File: src/ccpcu_pkg.sv
package ccpcu_pkg;

	// Mode field encodings of the unit control register.
	localparam logic [3:0] MODE_OFF = 4'h0;
	localparam logic [3:0] MODE_TOGGLE = 4'h2;
	localparam logic [3:0] MODE_CAP_FALL = 4'h4;
	localparam logic [3:0] MODE_CAP_RISE = 4'h5;
	localparam logic [3:0] MODE_CAP_RISE4 = 4'h6;
	localparam logic [3:0] MODE_CAP_RISE16 = 4'h7;
	localparam logic [3:0] MODE_CMP_SET = 4'h8;
	localparam logic [3:0] MODE_CMP_CLR = 4'h9;
	localparam logic [3:0] MODE_CMP_SWI = 4'hA;
	localparam logic [3:0] MODE_CMP_SEV = 4'hB;
	localparam logic [1:0] MODE_PWM_TOP = 2'h3;

	// Field positions inside the unit control register.
	localparam int CTRL_MODE_LSB = 0;
	localparam int CTRL_MODE_MSB = 3;
	localparam int CTRL_DUTY_LSB = 4;
	localparam int CTRL_DUTY_MSB = 5;

	// Reset values and the event timer maximum.
	localparam logic [5:0] CTRL_RST = 6'h00;
	localparam logic [7:0] CMP_RST = 8'h00;
	localparam logic [7:0] PERIOD_RST = 8'hFF;
	localparam logic [15:0] EVT_TMR_RST = 16'h0000;
	localparam logic [15:0] EVT_TMR_MAX = 16'hFFFF;

	// Period timer prescale codes and the last count of each prescaler.
	localparam logic [1:0] PRESC_1 = 2'h0;
	localparam logic [1:0] PRESC_4 = 2'h1;
	localparam logic [3:0] PRESC_LAST_1 = 4'h0;
	localparam logic [3:0] PRESC_LAST_4 = 4'h3;
	localparam logic [3:0] PRESC_LAST_16 = 4'hF;

	// Oscillator periods per instruction cycle, last phase of the phase counter.
	localparam logic [1:0] OSC_PHASE_LAST = 2'h3;

	// Capture prescaler last counts: every edge, every 4th, every 16th.
	localparam logic [3:0] CAP_LAST_1 = 4'h0;
	localparam logic [3:0] CAP_LAST_4 = 4'h3;
	localparam logic [3:0] CAP_LAST_16 = 4'hF;

	// True for the four capture modes.
	function automatic logic is_capture(input logic [3:0] mode);
		is_capture = (mode[3:2] == 2'h1);
	endfunction

	// True for the modes that compare against the event timer.
	function automatic logic is_compare(input logic [3:0] mode);
		is_compare = (mode == MODE_TOGGLE) || (mode[3:2] == 2'h2);
	endfunction

endpackage

File: src/ccpcu_unit.sv
`timescale 1ns/100ps
// Contract
// - Capture prescaler counter stays cleared when off or not in capture mode.
// - Every reset clears the capture prescaler counter.
// - Prescale changes do not clear the counter; software writes zero first.
// - Compare mode matches the 16-bit compare value against the event timer.
// - A match toggles, sets or clears the pin, triggers, or only interrupts.
// - Every compare mode sets the match interrupt flag on a match.
// - Writing zero to control forces the compare output latch low.
// - Software interrupt compare mode leaves the pin alone.
// - Special event resets the event timer, starts conversion, leaves pin alone.
// - Trigger leaves immediately; timer clears at the next timer tick.
// - Special event timer reset never sets the overflow flag.
// - If the match disappears before that tick, no timer reset happens.
// - PWM period is (period+1) times four oscillator periods times prescale.
// - After period match: clear timer, set pin unless duty zero, load duty.
// - The period timer postscaler has no effect on the PWM period.
// - Duty is low register as upper eight bits plus two control bits.
// - Duty double buffered, loaded at period end; high register read-only.
// - Time base is period timer plus phase, prescaler low bits, or prescaler top bits at 1:16.
// - Time base equal to buffered duty drives the pin low.
// - Duty beyond the period never clears the pin.
// - Resolution is log2 of four times period plus one.
// - Mode zero switches the unit off and resets its state.
module ccpcu_unit (
	// Clock and reset.
	input wire logic MCLK,
	input wire logic SYS_RST,
	// Register writes.
	input wire logic CTRL_WR,
	input wire logic [5:0] CTRL_WDATA,
	input wire logic CMP_LO_WR,
	input wire logic CMP_HI_WR,
	input wire logic [7:0] CMP_WDATA,
	input wire logic PERIOD_WR,
	input wire logic [7:0] PERIOD_WDATA,
	// Period timer control and surrounding bits.
	input wire logic PTMR_ON,
	input wire logic [1:0] PTMR_PRESC,
	input wire logic ADC_ENABLE,
	input wire logic PIN_DIRECTION_BIT,
	input wire logic CAP_PIN,
	// Event timer increment and flag clears.
	input wire logic EVT_TICK,
	input wire logic EVT_OVF_CLR,
	input wire logic MATCH_CLR,
	// Pin.
	output logic UNIT_PIN_OUT,
	output logic UNIT_PIN_OE_N,
	// Flags and events.
	output logic MATCH_INTERRUPT_FLAG,
	output logic TIMER_OVERFLOW_FLAG,
	output logic ADC_START,
	output logic CAP_EVENT,
	// Readback.
	output logic [5:0] CTRL_RDATA,
	output logic [7:0] CMP_LO_RDATA,
	output logic [7:0] CMP_HI_RDATA,
	output logic [15:0] EVENT_TIMER_COUNT,
	output logic [7:0] PERIOD_TIMER_COUNT,
	output logic [3:0] PWM_RESOLUTION
);

	// Floor of log2 of four times (period + 1).
	function automatic logic [3:0] res_bits(input logic [7:0] period);
		logic [10:0] span;
		logic [3:0] r;
		span = {({1'b0, period} + 9'h001), 2'h0};
		r = 4'h0;
		for (int i = 0; i < 11; i++) begin
			if (span[i]) begin
				r = 4'(i);
			end
		end
		res_bits = r;
	endfunction

	logic [5:0] unit_control_register_q;
	logic [7:0] compare_low_duty_upper_q;
	logic [7:0] compare_high_duty_buffer_q;
	logic [1:0] duty_latch_q;
	logic [7:0] period_limit_register_q;
	logic [15:0] sixteen_bit_event_timer_q;
	logic [7:0] eight_bit_period_timer_q;
	logic [3:0] ptmr_presc_q;
	logic [1:0] osc_phase_q;
	logic [3:0] cap_presc_q;
	logic cap_s1_q, cap_s2_q, cap_s3_q;
	logic cnt_upd_q;
	logic sev_pend_q;
	logic cmp_latch_q;
	logic pwm_q;
	logic [3:0] unit_mode_field;
	logic [1:0] duty_low_bits;
	logic pwm_mode, match_now, match_evt, sev_reset, instr_en, ptmr_tick, period_end;
	logic cap_edge, pin_drives;
	logic [3:0] presc_last, cap_last;
	logic [1:0] tb_low;
	logic [9:0] time_base, duty_buf, time_base_nx;
	logic [7:0] ptmr_nx;
	logic [3:0] presc_nx;
	logic [1:0] tb_low_nx;

	// Field decode of the control register.
	assign unit_mode_field = unit_control_register_q[ccpcu_pkg::CTRL_MODE_MSB:ccpcu_pkg::CTRL_MODE_LSB];
	assign duty_low_bits = unit_control_register_q[ccpcu_pkg::CTRL_DUTY_MSB:ccpcu_pkg::CTRL_DUTY_LSB];
	assign pwm_mode = (unit_mode_field[3:2] == ccpcu_pkg::MODE_PWM_TOP);

	// Readback straight from the holding flip-flops.
	assign CTRL_RDATA = unit_control_register_q;
	assign CMP_LO_RDATA = compare_low_duty_upper_q;
	assign CMP_HI_RDATA = compare_high_duty_buffer_q;
	assign EVENT_TIMER_COUNT = sixteen_bit_event_timer_q;
	assign PERIOD_TIMER_COUNT = eight_bit_period_timer_q;

	// Control and period registers.
	always_ff @(posedge MCLK) begin
		if (SYS_RST) begin
			unit_control_register_q <= ccpcu_pkg::CTRL_RST;
			period_limit_register_q <= ccpcu_pkg::PERIOD_RST;
		end else begin
			if (CTRL_WR) begin
				unit_control_register_q <= CTRL_WDATA;
			end
			if (PERIOD_WR) begin
				period_limit_register_q <= PERIOD_WDATA;
			end
		end
	end

	// Compare low register doubles as the upper duty bits and is writable at any time.
	always_ff @(posedge MCLK) begin
		if (SYS_RST) begin
			compare_low_duty_upper_q <= ccpcu_pkg::CMP_RST;
		end else if (CMP_LO_WR) begin
			compare_low_duty_upper_q <= CMP_WDATA;
		end
	end

	// High register is the duty buffer in PWM; software writes are dropped there.
	always_ff @(posedge MCLK) begin
		if (SYS_RST) begin
			compare_high_duty_buffer_q <= ccpcu_pkg::CMP_RST;
			duty_latch_q <= 2'h0;
		end else if (pwm_mode) begin
			if (period_end) begin
				compare_high_duty_buffer_q <= compare_low_duty_upper_q;
				duty_latch_q <= duty_low_bits;
			end
		end else if (CMP_HI_WR) begin
			compare_high_duty_buffer_q <= CMP_WDATA;
		end
	end

	// Four oscillator periods make one instruction cycle.
	always_ff @(posedge MCLK) begin
		if (SYS_RST) begin
			osc_phase_q <= 2'h0;
		end else begin
			osc_phase_q <= osc_phase_q + 2'h1;
		end
	end
	assign instr_en = (osc_phase_q == ccpcu_pkg::OSC_PHASE_LAST);

	// Prescale select; no postscaler exists, so the period only sees this.
	always_comb begin
		presc_last = ccpcu_pkg::PRESC_LAST_16;
		tb_low = ptmr_presc_q[3:2];
		if (PTMR_PRESC == ccpcu_pkg::PRESC_1) begin
			presc_last = ccpcu_pkg::PRESC_LAST_1;
			tb_low = osc_phase_q;
		end else if (PTMR_PRESC == ccpcu_pkg::PRESC_4) begin
			presc_last = ccpcu_pkg::PRESC_LAST_4;
			tb_low = ptmr_presc_q[1:0];
		end
	end
	assign ptmr_tick = PTMR_ON && instr_en && (ptmr_presc_q >= presc_last);
	assign period_end = ptmr_tick && (eight_bit_period_timer_q == period_limit_register_q);
	assign time_base = {eight_bit_period_timer_q, tb_low};
	assign duty_buf = {compare_high_duty_buffer_q, duty_latch_q};

	// Time base after this edge; matching it clears the output on entry, not a cycle late.
	always_comb begin
		presc_nx = ptmr_presc_q;
		ptmr_nx = eight_bit_period_timer_q;
		if (PTMR_ON && instr_en) begin
			presc_nx = ptmr_tick ? 4'h0 : ptmr_presc_q + 4'h1;
			if (period_end) begin
				ptmr_nx = 8'h00;
			end else if (ptmr_tick) begin
				ptmr_nx = eight_bit_period_timer_q + 8'h01;
			end
		end
		tb_low_nx = presc_nx[3:2];
		if (PTMR_PRESC == ccpcu_pkg::PRESC_1) begin
			tb_low_nx = osc_phase_q + 2'h1;
		end else if (PTMR_PRESC == ccpcu_pkg::PRESC_4) begin
			tb_low_nx = presc_nx[1:0];
		end
		time_base_nx = {ptmr_nx, tb_low_nx};
	end

	// Period timer and its prescaler; the timer wraps on the tick after the limit.
	always_ff @(posedge MCLK) begin
		if (SYS_RST) begin
			ptmr_presc_q <= 4'h0;
			eight_bit_period_timer_q <= 8'h00;
		end else if (PTMR_ON && instr_en) begin
			if (ptmr_tick) begin
				ptmr_presc_q <= 4'h0;
				if (period_end) begin
					eight_bit_period_timer_q <= 8'h00;
				end else begin
					eight_bit_period_timer_q <= eight_bit_period_timer_q + 8'h01;
				end
			end else begin
				ptmr_presc_q <= ptmr_presc_q + 4'h1;
			end
		end
	end

	// PWM output; period end has priority over the duty match in the same cycle.
	always_ff @(posedge MCLK) begin
		if (SYS_RST || !pwm_mode) begin
			pwm_q <= 1'b0;
		end else if (period_end) begin
			pwm_q <= ({compare_low_duty_upper_q, duty_low_bits} != 10'h000);
		end else if ((time_base_nx == duty_buf) || (time_base == duty_buf)) begin
			pwm_q <= 1'b0;
		end
	end

	AST_PERIOD_END: assert property (@(posedge MCLK) disable iff (SYS_RST)
		(pwm_mode && period_end) |=> (eight_bit_period_timer_q == 8'h00) &&
		(compare_high_duty_buffer_q == $past(compare_low_duty_upper_q)))
		else $error("Period end did not clear the timer or load the duty.");

	AST_DUTY_CLEAR: assert property (@(posedge MCLK) disable iff (SYS_RST)
		(pwm_mode && !period_end && (time_base == duty_buf)) |=> !pwm_q)
		else $error("Duty match did not drive the output low.");

	AST_HI_READ_ONLY: assert property (@(posedge MCLK) disable iff (SYS_RST)
		(pwm_mode && CMP_HI_WR && !period_end) |=> $stable(compare_high_duty_buffer_q))
		else $error("High register changed by a write during PWM.");

	// Compare is sampled once, in the cycle after each timer increment.
	always_ff @(posedge MCLK) begin
		if (SYS_RST) begin
			cnt_upd_q <= 1'b0;
		end else begin
			cnt_upd_q <= EVT_TICK;
		end
	end
	assign match_now = (sixteen_bit_event_timer_q ==
		{compare_high_duty_buffer_q, compare_low_duty_upper_q});
	assign match_evt = cnt_upd_q && match_now && ccpcu_pkg::is_compare(unit_mode_field);
	assign sev_reset = EVT_TICK && sev_pend_q && match_now;

	// Event timer; a pending special event whose match still holds replaces the next increment with a clear.
	always_ff @(posedge MCLK) begin
		if (SYS_RST) begin
			sixteen_bit_event_timer_q <= ccpcu_pkg::EVT_TMR_RST;
		end else if (sev_reset) begin
			sixteen_bit_event_timer_q <= ccpcu_pkg::EVT_TMR_RST;
		end else if (EVT_TICK) begin
			sixteen_bit_event_timer_q <= sixteen_bit_event_timer_q + 16'h0001;
		end
	end

	// Overflow flag; a new overflow wins over a clear in the same cycle.
	always_ff @(posedge MCLK) begin
		if (SYS_RST) begin
			TIMER_OVERFLOW_FLAG <= 1'b0;
		end else if (EVT_TICK && !sev_reset &&
			(sixteen_bit_event_timer_q == ccpcu_pkg::EVT_TMR_MAX)) begin
			TIMER_OVERFLOW_FLAG <= 1'b1;
		end else if (EVT_OVF_CLR) begin
			TIMER_OVERFLOW_FLAG <= 1'b0;
		end
	end

	// Special event: the trigger leaves at once, the timer clear waits for a tick.
	always_ff @(posedge MCLK) begin
		if (SYS_RST || (unit_mode_field != ccpcu_pkg::MODE_CMP_SEV)) begin
			sev_pend_q <= 1'b0;
			ADC_START <= 1'b0;
		end else begin
			ADC_START <= match_evt && ADC_ENABLE;
			if (match_evt) begin
				sev_pend_q <= 1'b1;
			end else if (EVT_TICK) begin
				sev_pend_q <= 1'b0;
			end
		end
	end

	AST_SEV_ADC: assert property (@(posedge MCLK) disable iff (SYS_RST)
		(match_evt && ADC_ENABLE && (unit_mode_field == ccpcu_pkg::MODE_CMP_SEV)) |=> ADC_START)
		else $error("Special event did not start a conversion.");

	AST_SEV_NO_OVF: assert property (@(posedge MCLK) disable iff (SYS_RST)
		(sev_reset && !TIMER_OVERFLOW_FLAG) |=>
		(sixteen_bit_event_timer_q == 16'h0000) && !TIMER_OVERFLOW_FLAG)
		else $error("Special event reset missed or set the overflow flag.");

	AST_SEV_CANCEL: assert property (@(posedge MCLK) disable iff (SYS_RST)
		(EVT_TICK && sev_pend_q && !match_now && (sixteen_bit_event_timer_q != 16'hFFFF)) |=>
		(sixteen_bit_event_timer_q == $past(sixteen_bit_event_timer_q) + 16'h0001))
		else $error("Timer reset despite the vanished match.");

	// Match flag is sticky; a match in the clearing cycle keeps it set.
	always_ff @(posedge MCLK) begin
		if (SYS_RST) begin
			MATCH_INTERRUPT_FLAG <= 1'b0;
		end else if (match_evt) begin
			MATCH_INTERRUPT_FLAG <= 1'b1;
		end else if (MATCH_CLR) begin
			MATCH_INTERRUPT_FLAG <= 1'b0;
		end
	end

	AST_MATCH_FLAG: assert property (@(posedge MCLK) disable iff (SYS_RST)
		match_evt |=> MATCH_INTERRUPT_FLAG)
		else $error("Compare match did not set the match flag.");

	// Compare output latch; a zero write or the off mode forces it low.
	always_ff @(posedge MCLK) begin
		if (SYS_RST || (unit_mode_field == ccpcu_pkg::MODE_OFF) ||
			(CTRL_WR && (CTRL_WDATA == 6'h00))) begin
			cmp_latch_q <= 1'b0;
		end else if (match_evt) begin
			case (unit_mode_field)
				ccpcu_pkg::MODE_TOGGLE: begin
					cmp_latch_q <= !cmp_latch_q;
				end
				ccpcu_pkg::MODE_CMP_SET: begin
					cmp_latch_q <= 1'b1;
				end
				ccpcu_pkg::MODE_CMP_CLR: begin
					cmp_latch_q <= 1'b0;
				end
				default: begin
					cmp_latch_q <= cmp_latch_q;
				end
			endcase
		end
	end

	AST_ZERO_WRITE: assert property (@(posedge MCLK) disable iff (SYS_RST)
		(CTRL_WR && (CTRL_WDATA == 6'h00)) |=> !cmp_latch_q ##1 !UNIT_PIN_OUT)
		else $error("Zero control write left the compare latch high.");

	// Pin ownership; the port direction bit still gates the driver.
	assign pin_drives = pwm_mode || (unit_mode_field == ccpcu_pkg::MODE_TOGGLE) ||
		(unit_mode_field == ccpcu_pkg::MODE_CMP_SET) ||
		(unit_mode_field == ccpcu_pkg::MODE_CMP_CLR);
	always_ff @(posedge MCLK) begin
		if (SYS_RST) begin
			UNIT_PIN_OE_N <= 1'b1;
			UNIT_PIN_OUT <= 1'b0;
		end else begin
			UNIT_PIN_OE_N <= !(pin_drives && !PIN_DIRECTION_BIT);
			UNIT_PIN_OUT <= pin_drives && (pwm_mode ? pwm_q : cmp_latch_q);
		end
	end

	AST_SWI_NO_PIN: assert property (@(posedge MCLK) disable iff (SYS_RST)
		(unit_mode_field == ccpcu_pkg::MODE_CMP_SWI) |=> UNIT_PIN_OE_N)
		else $error("Software interrupt mode drove the pin.");

	AST_SEV_NO_PIN: assert property (@(posedge MCLK) disable iff (SYS_RST)
		(unit_mode_field == ccpcu_pkg::MODE_CMP_SEV) |=> UNIT_PIN_OE_N && !UNIT_PIN_OUT)
		else $error("Special event mode drove the pin.");

	// Capture pin synchroniser; only the second and third stages feed the edge detector.
	always_ff @(posedge MCLK) begin
		if (SYS_RST) begin
			cap_s1_q <= 1'b0;
			cap_s2_q <= 1'b0;
			cap_s3_q <= 1'b0;
		end else begin
			cap_s1_q <= CAP_PIN;
			cap_s2_q <= cap_s1_q;
			cap_s3_q <= cap_s2_q;
		end
	end

	// Edge selection and prescale per capture mode.
	always_comb begin
		cap_edge = !cap_s3_q && cap_s2_q;
		cap_last = ccpcu_pkg::CAP_LAST_1;
		case (unit_mode_field)
			ccpcu_pkg::MODE_CAP_FALL: begin
				cap_edge = cap_s3_q && !cap_s2_q;
			end
			ccpcu_pkg::MODE_CAP_RISE4: begin
				cap_last = ccpcu_pkg::CAP_LAST_4;
			end
			ccpcu_pkg::MODE_CAP_RISE16: begin
				cap_last = ccpcu_pkg::CAP_LAST_16;
			end
			default: begin
				cap_last = ccpcu_pkg::CAP_LAST_1;
			end
		endcase
	end

	// Prescaler counter; switching prescale keeps its count, which may fire early.
	always_ff @(posedge MCLK) begin
		if (SYS_RST || !ccpcu_pkg::is_capture(unit_mode_field)) begin
			cap_presc_q <= 4'h0;
			CAP_EVENT <= 1'b0;
		end else if (cap_edge && (cap_presc_q >= cap_last)) begin
			cap_presc_q <= 4'h0;
			CAP_EVENT <= 1'b1;
		end else begin
			cap_presc_q <= cap_presc_q + {3'h0, cap_edge};
			CAP_EVENT <= 1'b0;
		end
	end

	AST_PRESC_OFF: assert property (@(posedge MCLK) disable iff (SYS_RST)
		!ccpcu_pkg::is_capture(unit_mode_field) |=> (cap_presc_q == 4'h0) && !CAP_EVENT)
		else $error("Capture prescaler not cleared outside capture mode.");

	AST_PRESC_RST: assert property (@(posedge MCLK)
		SYS_RST |=> (cap_presc_q == 4'h0))
		else $error("Reset did not clear the capture prescaler.");

	// Resolution readout follows the period register.
	always_ff @(posedge MCLK) begin
		if (SYS_RST) begin
			PWM_RESOLUTION <= res_bits(ccpcu_pkg::PERIOD_RST);
		end else begin
			PWM_RESOLUTION <= res_bits(period_limit_register_q);
		end
	end

endmodule

File: config.mk
export PLATFORM = sky130hd
export DESIGN_NAME = ccpcu_unit
export DESIGN_NICKNAME = d
export VERILOG_FILES = /design/src/ccpcu_pkg.sv /design/src/ccpcu_unit.sv
export SDC_FILE = /design/constraint.sdc
export NUM_CORES = 1
export LEC_CHECK = 0
export ABC_AREA = 1
export BUFFER_PORTS_ARGS = -buffer_cell sky130_fd_sc_hd__buf_2
export CAP_MARGIN = 25
export CORE_MARGIN = 4
export CORE_UTILIZATION = 40
export DETAILED_ROUTE_END_ITERATION = 6
export HOLD_SLACK_MARGIN = 0.03
export REMOVE_ABC_BUFFERS = 1
export SYNTH_ARGS = -nofsm -noshare
export SYNTH_HDL_FRONTEND = slang
export SYNTH_SLANG_ARGS = --single-unit
File: constraint.sdc
create_clock -name MCLK -period 5.78 [get_ports MCLK]
set_clock_uncertainty 0.15 [all_clocks]
set_input_delay 1.156 -clock MCLK [delete_from_list [all_inputs] [get_ports MCLK]]
set_output_delay 1.156 -clock MCLK [all_outputs]
set_load 0.02 [all_outputs]
Word level (Yosys, flattened, before mapping)
Cells that the tools add are included.
Operators by class
  bitwise operators: 0
  $mul: 0
  $add $sub $neg: 6
  div/mod/pow operators: 0
  muxes and demuxes: 36
  $lt $le $gt $ge: 2
  reductions and logical operators: 52
  equal/unequal tests: 18
  shift operators: 0
Operators with widths (number)
  $mux 8: 7
  $mux 4: 9
  $eq 10x10->1: 2
  $add 16x1->16 const B: 1
  $eq 16x16->1: 1
  $eq 16x16->1 const B: 1
  $logic_and 1x1->1: 16
  $mux 2: 7
  $eq 4x3->1 const B: 3
  $mux 1: 11
  $logic_or 1x1->1: 10
  $reduce_bool 10->1: 1
  $reduce_bool 2->1: 5
  $add 8x1->9 const B: 1
  $add 8x1->8 const B: 1
  $eq 4x4->1 const B: 2
  $eq 8x8->1: 1
  $ge 4x4->1: 2
  $logic_not 1->1: 8
  $pmux 4 s2: 1
  $reduce_and 2->1: 4
  $eq 2x2->1 const B: 3
  $logic_not 6->1: 1
  $reduce_or 2->1: 3
  12 further kinds: 13
Storage, ports and cells
  output and inout bits: 56
  logic and storage cells: 139
  flip-flop bits (word level): 83
  bits in latches: 0
  memories: 0
  bits in writable memories: 0
  ROM bits: 0
  input bits: 37

Longest topological paths before layout
  depth after elaboration: 13
  gate-level depth with buffers: 20
  depth with buffers taken out: 20

Worst setup path before layout
No wires, ideal clock.
  path kind: input port to flip-flop
  start point: input port PTMR_PRESC[0]
  end point: register pwm_q
  setup slack: 2665 ps
  setup time: 127 ps
  required time: 5503 ps
  stages: 15
  path buffers: 1
  data arrival time: 2838 ps
  path through: nor2_1 > inv_1 > ha_1 > nand4_1 > nand3_2 > nand2_4 > buf_4 > o21ai_1 > nand2_1 > nand2_1 > nand2_1 > nor2_1 > nand3_1 > nand2_1 > a21oi_2
Between the ends
  longest elaborated chain between the ends: 12
  elaborated cells on any way between the ends: 21
  classes of those cells: order compare (1); eq/ne (3); mux (12); reduce/logical (5)
RTL lines
  from (decl): line ccpcu_unit.sv:39  | input wire logic [1:0] PTMR_PRESC,
  $eq 2x1->1: line ccpcu_unit.sv:172, ccpcu_unit.sv:197
  $mux 4: line ccpcu_unit.sv:172  | end else if (PTMR_PRESC == ccpcu_pkg::PRESC_4) begin
  $mux 4: line ccpcu_unit.sv:169  | if (PTMR_PRESC == ccpcu_pkg::PRESC_1) begin
  $ge 4x4->1: line ccpcu_unit.sv:177  | assign ptmr_tick = PTMR_ON && instr_en && (ptmr_presc_q >= presc_last);
  $logic_and 1x1->1: line ccpcu_unit.sv:177
  $mux 4: line ccpcu_unit.sv:187  | presc_nx = ptmr_tick ? 4'h0 : ptmr_presc_q + 4'h1;
  $mux 4
  $mux 2: line ccpcu_unit.sv:197  | end else if (PTMR_PRESC == ccpcu_pkg::PRESC_4) begin
  $mux 2: line ccpcu_unit.sv:195  | if (PTMR_PRESC == ccpcu_pkg::PRESC_1) begin
  $eq 10x10->1: line ccpcu_unit.sv:228  | end else if ((time_base_nx == duty_buf) || (time_base == duty_buf)) begin
  $logic_or 1x1->1: line ccpcu_unit.sv:228
  $reduce_bool 2->1 (no source line)
  to (signal assigned): line ccpcu_unit.sv:227  | pwm_q <= ({compare_low_duty_upper_q, duty_low_bits} != 10'h000);
  to (decl): line ccpcu_unit.sv:92  | logic pwm_q;
Parallel ways exist; a longest one is shown, timed or not.
A chain may end at the register's enable or synchronous reset.

Worst setup path after layout
  start point: input port PTMR_PRESC[1]
  end point: register compare_high_duty_buffer_q[0], in the netlist CMP_HI_RDATA[0]
Between the ends
  longest elaborated chain between the ends: 8
  elaborated cells on any way between the ends: 9
  classes of those cells: order compare (1); eq/ne (2); mux (2); reduce/logical (4)
RTL lines
  $eq 2x1->1: line ccpcu_unit.sv:172
  $mux 4: line ccpcu_unit.sv:172
  $mux 4 *: line ccpcu_unit.sv:169
  $ge 4x4->1 *: line ccpcu_unit.sv:177
  $logic_and 1x1->1 *: line ccpcu_unit.sv:177
  $logic_and 1x1->1 *: line ccpcu_unit.sv:178  | assign period_end = ptmr_tick && (eight_bit_period_timer_q == period_limit_register_q);
  $ne 2x1->1 (no source line) *
  $reduce_and 2->1 (no source line) *
  to (signal assigned): line ccpcu_unit.sv:143  | compare_high_duty_buffer_q <= ccpcu_pkg::CMP_RST;
  to (signal assigned): line ccpcu_unit.sv:147  | compare_high_duty_buffer_q <= compare_low_duty_upper_q;
  to (decl): line ccpcu_unit.sv:80  | logic [7:0] compare_high_duty_buffer_q;
Every way passes the cells marked *; elsewhere a longest branch is shown, timed or not.

==> impl_metrics.csv <==
group,metric,value,unit
sta,max_freq,309.8,MHz
global_routing,grt_start_max_net_pins,33,
power,cellInternalPower,1.050,mW
clocking,cts_setup_buffers,0,
power,ir_drop,164.2,uV
cells_and_area,layout-drive-gt1-share,0.1796,
detailed_routing,wirelength,11670,um
floorplan,number_of_rows_in_the_core_area,38,
floorplan,floorplan.die.width,114.6,um
yosys,share_of_the_synthesized_area_in_the_top_cell_type,0.3652,
yosys,synth_cell_types,41,
detailed_routing,drt-initial-drc-count,190,
sta,grt_setup_unrepaired,"no",
run,maxCapViolCount,0,
yosys,synth_cells,643,
clocking,clock_insertion_delay_at_the_later_pin_of_the_skew_report,350,ps
sta,relSlewSlack,0.4284,
worst_setup_path,crit_path_max_incr_delay,320,ps
clocking,cts-buffers-inserted,9,
clocking,clock_pin_slew_on_the_worst_setup_and_hold_paths,70,ps
yosys,yosys_warnings,0,
power,sequentialPowerShare,0.436,
worst_setup_path,critPathTopFamily,"simple AND/OR/NAND/NOR gates",
power,swShare,0.2648,
worst_setup_path,cp.required,5860,ps
cells_and_area,antenna_cells,0,
power,p_sw,0.3780,mW
worst_setup_path,crit_start_category,"primary input",
placed_design,detailed_place_hpwl,8917,um
sta,setup_violations,0,
sta,timing.final.max_slew_violations,0,
worst_setup_path,worst-setup-path-type,"primary input to flop",
sta,period_share,0.5584,
cells_and_area,count_of_nets_after_finishing,783,
cells_and_area,filler_cells_inserted,1077,
global_routing,grt_first_pass_wirelength,19220,um
power,power.clock.fraction,0.444,
clocking,tritoncts,"built",
cells_and_area,syn_to_final_growth,19.09,%
worst_setup_path,cp_common_cell,"sky130_fd_sc_hd__nand2_1",
clocking,cts.root.buffer_cell,"sky130_fd_sc_hd__clkbuf_16",
detailed_routing,via_per_inst,4.976,
cells_and_area,post-route-cell-area,5418,um2
floorplan,chipHeight,114.6,um
placed_design,dpl_cell_area,5090,um2
floorplan,fp.dieArea,13140,um2
floorplan,ios,93,
power,cellLeakagePower,2.518,nW
global_routing,antenna_violations_before_repair,0,
sta,finalWorstPathRequiredPeriod,3228,ps
worst_setup_path,cp.arrival,3300,ps
worst_setup_path,regToRegStartpoint,"CTRL_RDATA[2]",
cells_and_area,most_common_cell_after_layout_fill_and_taps_aside,"sky130_fd_sc_hd__nand2_1",
clocking,htree_num_levels,3,
global_routing,grt_remaining_overflow,0,
worst_setup_path,setup.worst_path.end_class,"flop",
yosys,post_synth_instance_area,4549,um2
yosys,postSynth.topFlopCell,"sky130_fd_sc_hd__dfxtp_1",
clocking,cts-root-to-sink-buffers,2,
worst_setup_path,cp_num_buf_inv,3,
yosys,number_of_enable_type_register_cells_in_the_synthesized_netlist,0,
worst_setup_path,critPathSlowestCell,"sky130_fd_sc_hd__ha_1",
sta,hold_viol_final,0,
yosys,ys_seq_elements,83,
floorplan,floorplan.initialDensity,0.4142,
power,pwr-share-comb,0.121,
clocking,cts.hold.buffers_added,0,
detailed_routing,route.detailed.wl_per_inst,13.33,um
sta,timing.setup.tns,0,ps
clocking,cts_resized,0,
clocking,cts_num_sinks,83,
placed_design,port_buffers,92,
hold_path,worstHoldStart,"cap_s1_q",
yosys,synth.largest_area_cell,"sky130_fd_sc_hd__dfxtp_1",
worst_setup_path,critPathMaxFanout,17,
yosys,synthTopCellsByArea,"sky130_fd_sc_hd__dfxtp_1 37%, sky130_fd_sc_hd__nand2_1 12%, sky130_fd_sc_hd__nor2_1 6.0%",
cells_and_area,sequential_cell_area,1662,um2
status,status,"completed",
detailed_routing,final_antenna_net_count,0,
power,pwr_density_cell,263.5,nW/um2
yosys,synthArstFlopShare,0,
sta,timing_worst_slew_pin_value,856.5,ps
cells_and_area,multi_input_comb_area,2492,um2
hold_path,hp-class,"flop to flop",
yosys,syn_avg_cell_area,7.075,um2
detailed_routing,firstDrtPassIters,4,
global_routing,grtUsageTotal,0.1833,
worst_setup_path,ordered_list_of_cells_on_the_worst_path,"buf_2 > nor2_1 > ha_1 > nand2_1 > nand2_1 > nand2_1 > nand3_2 > nand2_4 > inv_2 > nand2_4 > inv_2 > nand2_2 > nand2_2 > o21ai_0 > a31oi_1",
detailed_routing,drc,0,
worst_setup_path,critical_path.startpoint,"PTMR_PRESC[1]",
floorplan,fp.coreArea,10980,um2
cells_and_area,final_cell_mix,"146 x sky130_fd_sc_hd__nand2_1, 92 x sky130_fd_sc_hd__buf_2, 83 x sky130_fd_sc_hd__dfxtp_1, 73 x sky130_fd_sc_hd__nor2_1, 69 x sky130_fd_sc_hd__inv_1",
yosys,synth_seq_area_share,0.3652,
placed_design,gp_congestion,0.8379,
global_routing,grt_pass1_vias,4057,
detailed_routing,dr_total_vias,4354,
[worst register-to-register path, delay by kind of cell, from the launching register on]
family | cells | cell delay (ps)
AO/OA/AOI/OAI | 4 | 650
adder cells (fa/ha/maj) | 1 | 260
buffers and inverters | 3 | 250
flip-flops | 1 | 390
AND/OR/NAND/NOR | 4 | 720
[power by group through the flow]
| stage | clock network (mW) | registers, mW | logic (mW) |
|---|---|---|---|
| 6_report | 0.633 | 0.622 | 0.172 |
| 5_1_grt | 0.674 | 0.626 | 0.195 |
| 4_1_cts | 0.650 | 0.622 | 0.175 |
| 3_5_place_dp | 0 | 0.635 | 0.174 |
| 3_3_place_gp | 0 | 0.634 | 0.171 |
| 2_1_floorplan | 0 | 0.646 | 0.0960 |
[worst paths after layout]
check                     to  slack, ps  cells after the start
max          CMP_HI_RDATA[0]       2550                     15
min                 cap_s2_q        260                      2
max reg2reg   cap_presc_q[0]       3300                     12
min reg2reg         cap_s2_q        260                      2
[through the flow]
stage | total power [mW] | std cells | setup slack [ps] | utilization | hold slack, ps
detailed placement | 0.8089 | 859 | 2218 | 0.4634 | 249.3
finish | 1.428 | 875 | 2552 | 0.4933 | 261.0
global placement | 0.8057 | 859 | 2342 | 0.4634 | 252.8
global route | 1.494 | 875 | 2319 | 0.4933 | 276.6
floorplan | 0.7422 | 627 | 2635 | - | 238.3
CTS | 1.447 | 875 | 2584 | 0.4933 | 262.9
[sequential cells by signal, summed over array words and instances, names as in the netlist, 2 cells and up]
signal and count:
CMP_HI_RDATA 8, CMP_LO_RDATA 8, CTRL_RDATA 6, EVENT_TIMER_COUNT 16, PERIOD_TIMER_COUNT 8, PWM_RESOLUTION 4, cap_presc_q 4, duty_latch_q 2
osc_phase_q 2, period_limit_register_q 8, ptmr_presc_q 4
[cell type report]
type                    instances  area share
inverters                      80     0.05543
repair buffers                 92     0.08499
well taps                     140     0.03233
multi-input cells             464      0.4600
clock inverters                 6     0.01640
flip-flops and latches         83      0.3067
clock buffers                  10     0.04411
[cells by family after synthesis]
| group | count (synthesis) | synth area share |
|---|---|---|
| adder cells (fa/ha/maj) | 16 | 0.04400 |
| AND/OR/NAND/NOR | 304 | 0.2968 |
| flip-flops | 83 | 0.3652 |
| AO/OA/AOI/OAI | 100 | 0.1224 |
| XOR/XNOR | 44 | 0.08471 |
| buffers and inverters | 96 | 0.08691 |
[synthesized netlist by cell type, types with 2 or more instances]
master and count:
sky130_fd_sc_hd__a21oi_1 36, sky130_fd_sc_hd__a21oi_2 3, sky130_fd_sc_hd__a31oi_1 12, sky130_fd_sc_hd__buf_4 3
sky130_fd_sc_hd__buf_6 3, sky130_fd_sc_hd__clkbuf_1 8, sky130_fd_sc_hd__clkinv_1 4, sky130_fd_sc_hd__dfxtp_1 83
sky130_fd_sc_hd__ha_1 16, sky130_fd_sc_hd__inv_1 69, sky130_fd_sc_hd__inv_2 7, sky130_fd_sc_hd__nand2_1 146
sky130_fd_sc_hd__nand2_2 4, sky130_fd_sc_hd__nand2_4 2, sky130_fd_sc_hd__nand3_1 28, sky130_fd_sc_hd__nand3_2 2
sky130_fd_sc_hd__nand3b_1 3, sky130_fd_sc_hd__nand4_1 19, sky130_fd_sc_hd__nor2_1 73, sky130_fd_sc_hd__nor3_1 15
sky130_fd_sc_hd__nor3b_1 2, sky130_fd_sc_hd__nor4_1 2, sky130_fd_sc_hd__o211ai_1 3, sky130_fd_sc_hd__o21a_1 3
sky130_fd_sc_hd__o21ai_0 34, sky130_fd_sc_hd__o21ai_1 4, sky130_fd_sc_hd__or2_2 3, sky130_fd_sc_hd__xnor2_1 21
sky130_fd_sc_hd__xor2_1 23
[per-layer routing]
layer / track usage / wire (um)
met5: 0 / 0
met4: 0.07363 / 178
met3: 0.04493 / 661
met2: 0.3019 / 5502
met1: 0.2290 / 5325
No activity file was read; power rests on OpenSTA's default activity.
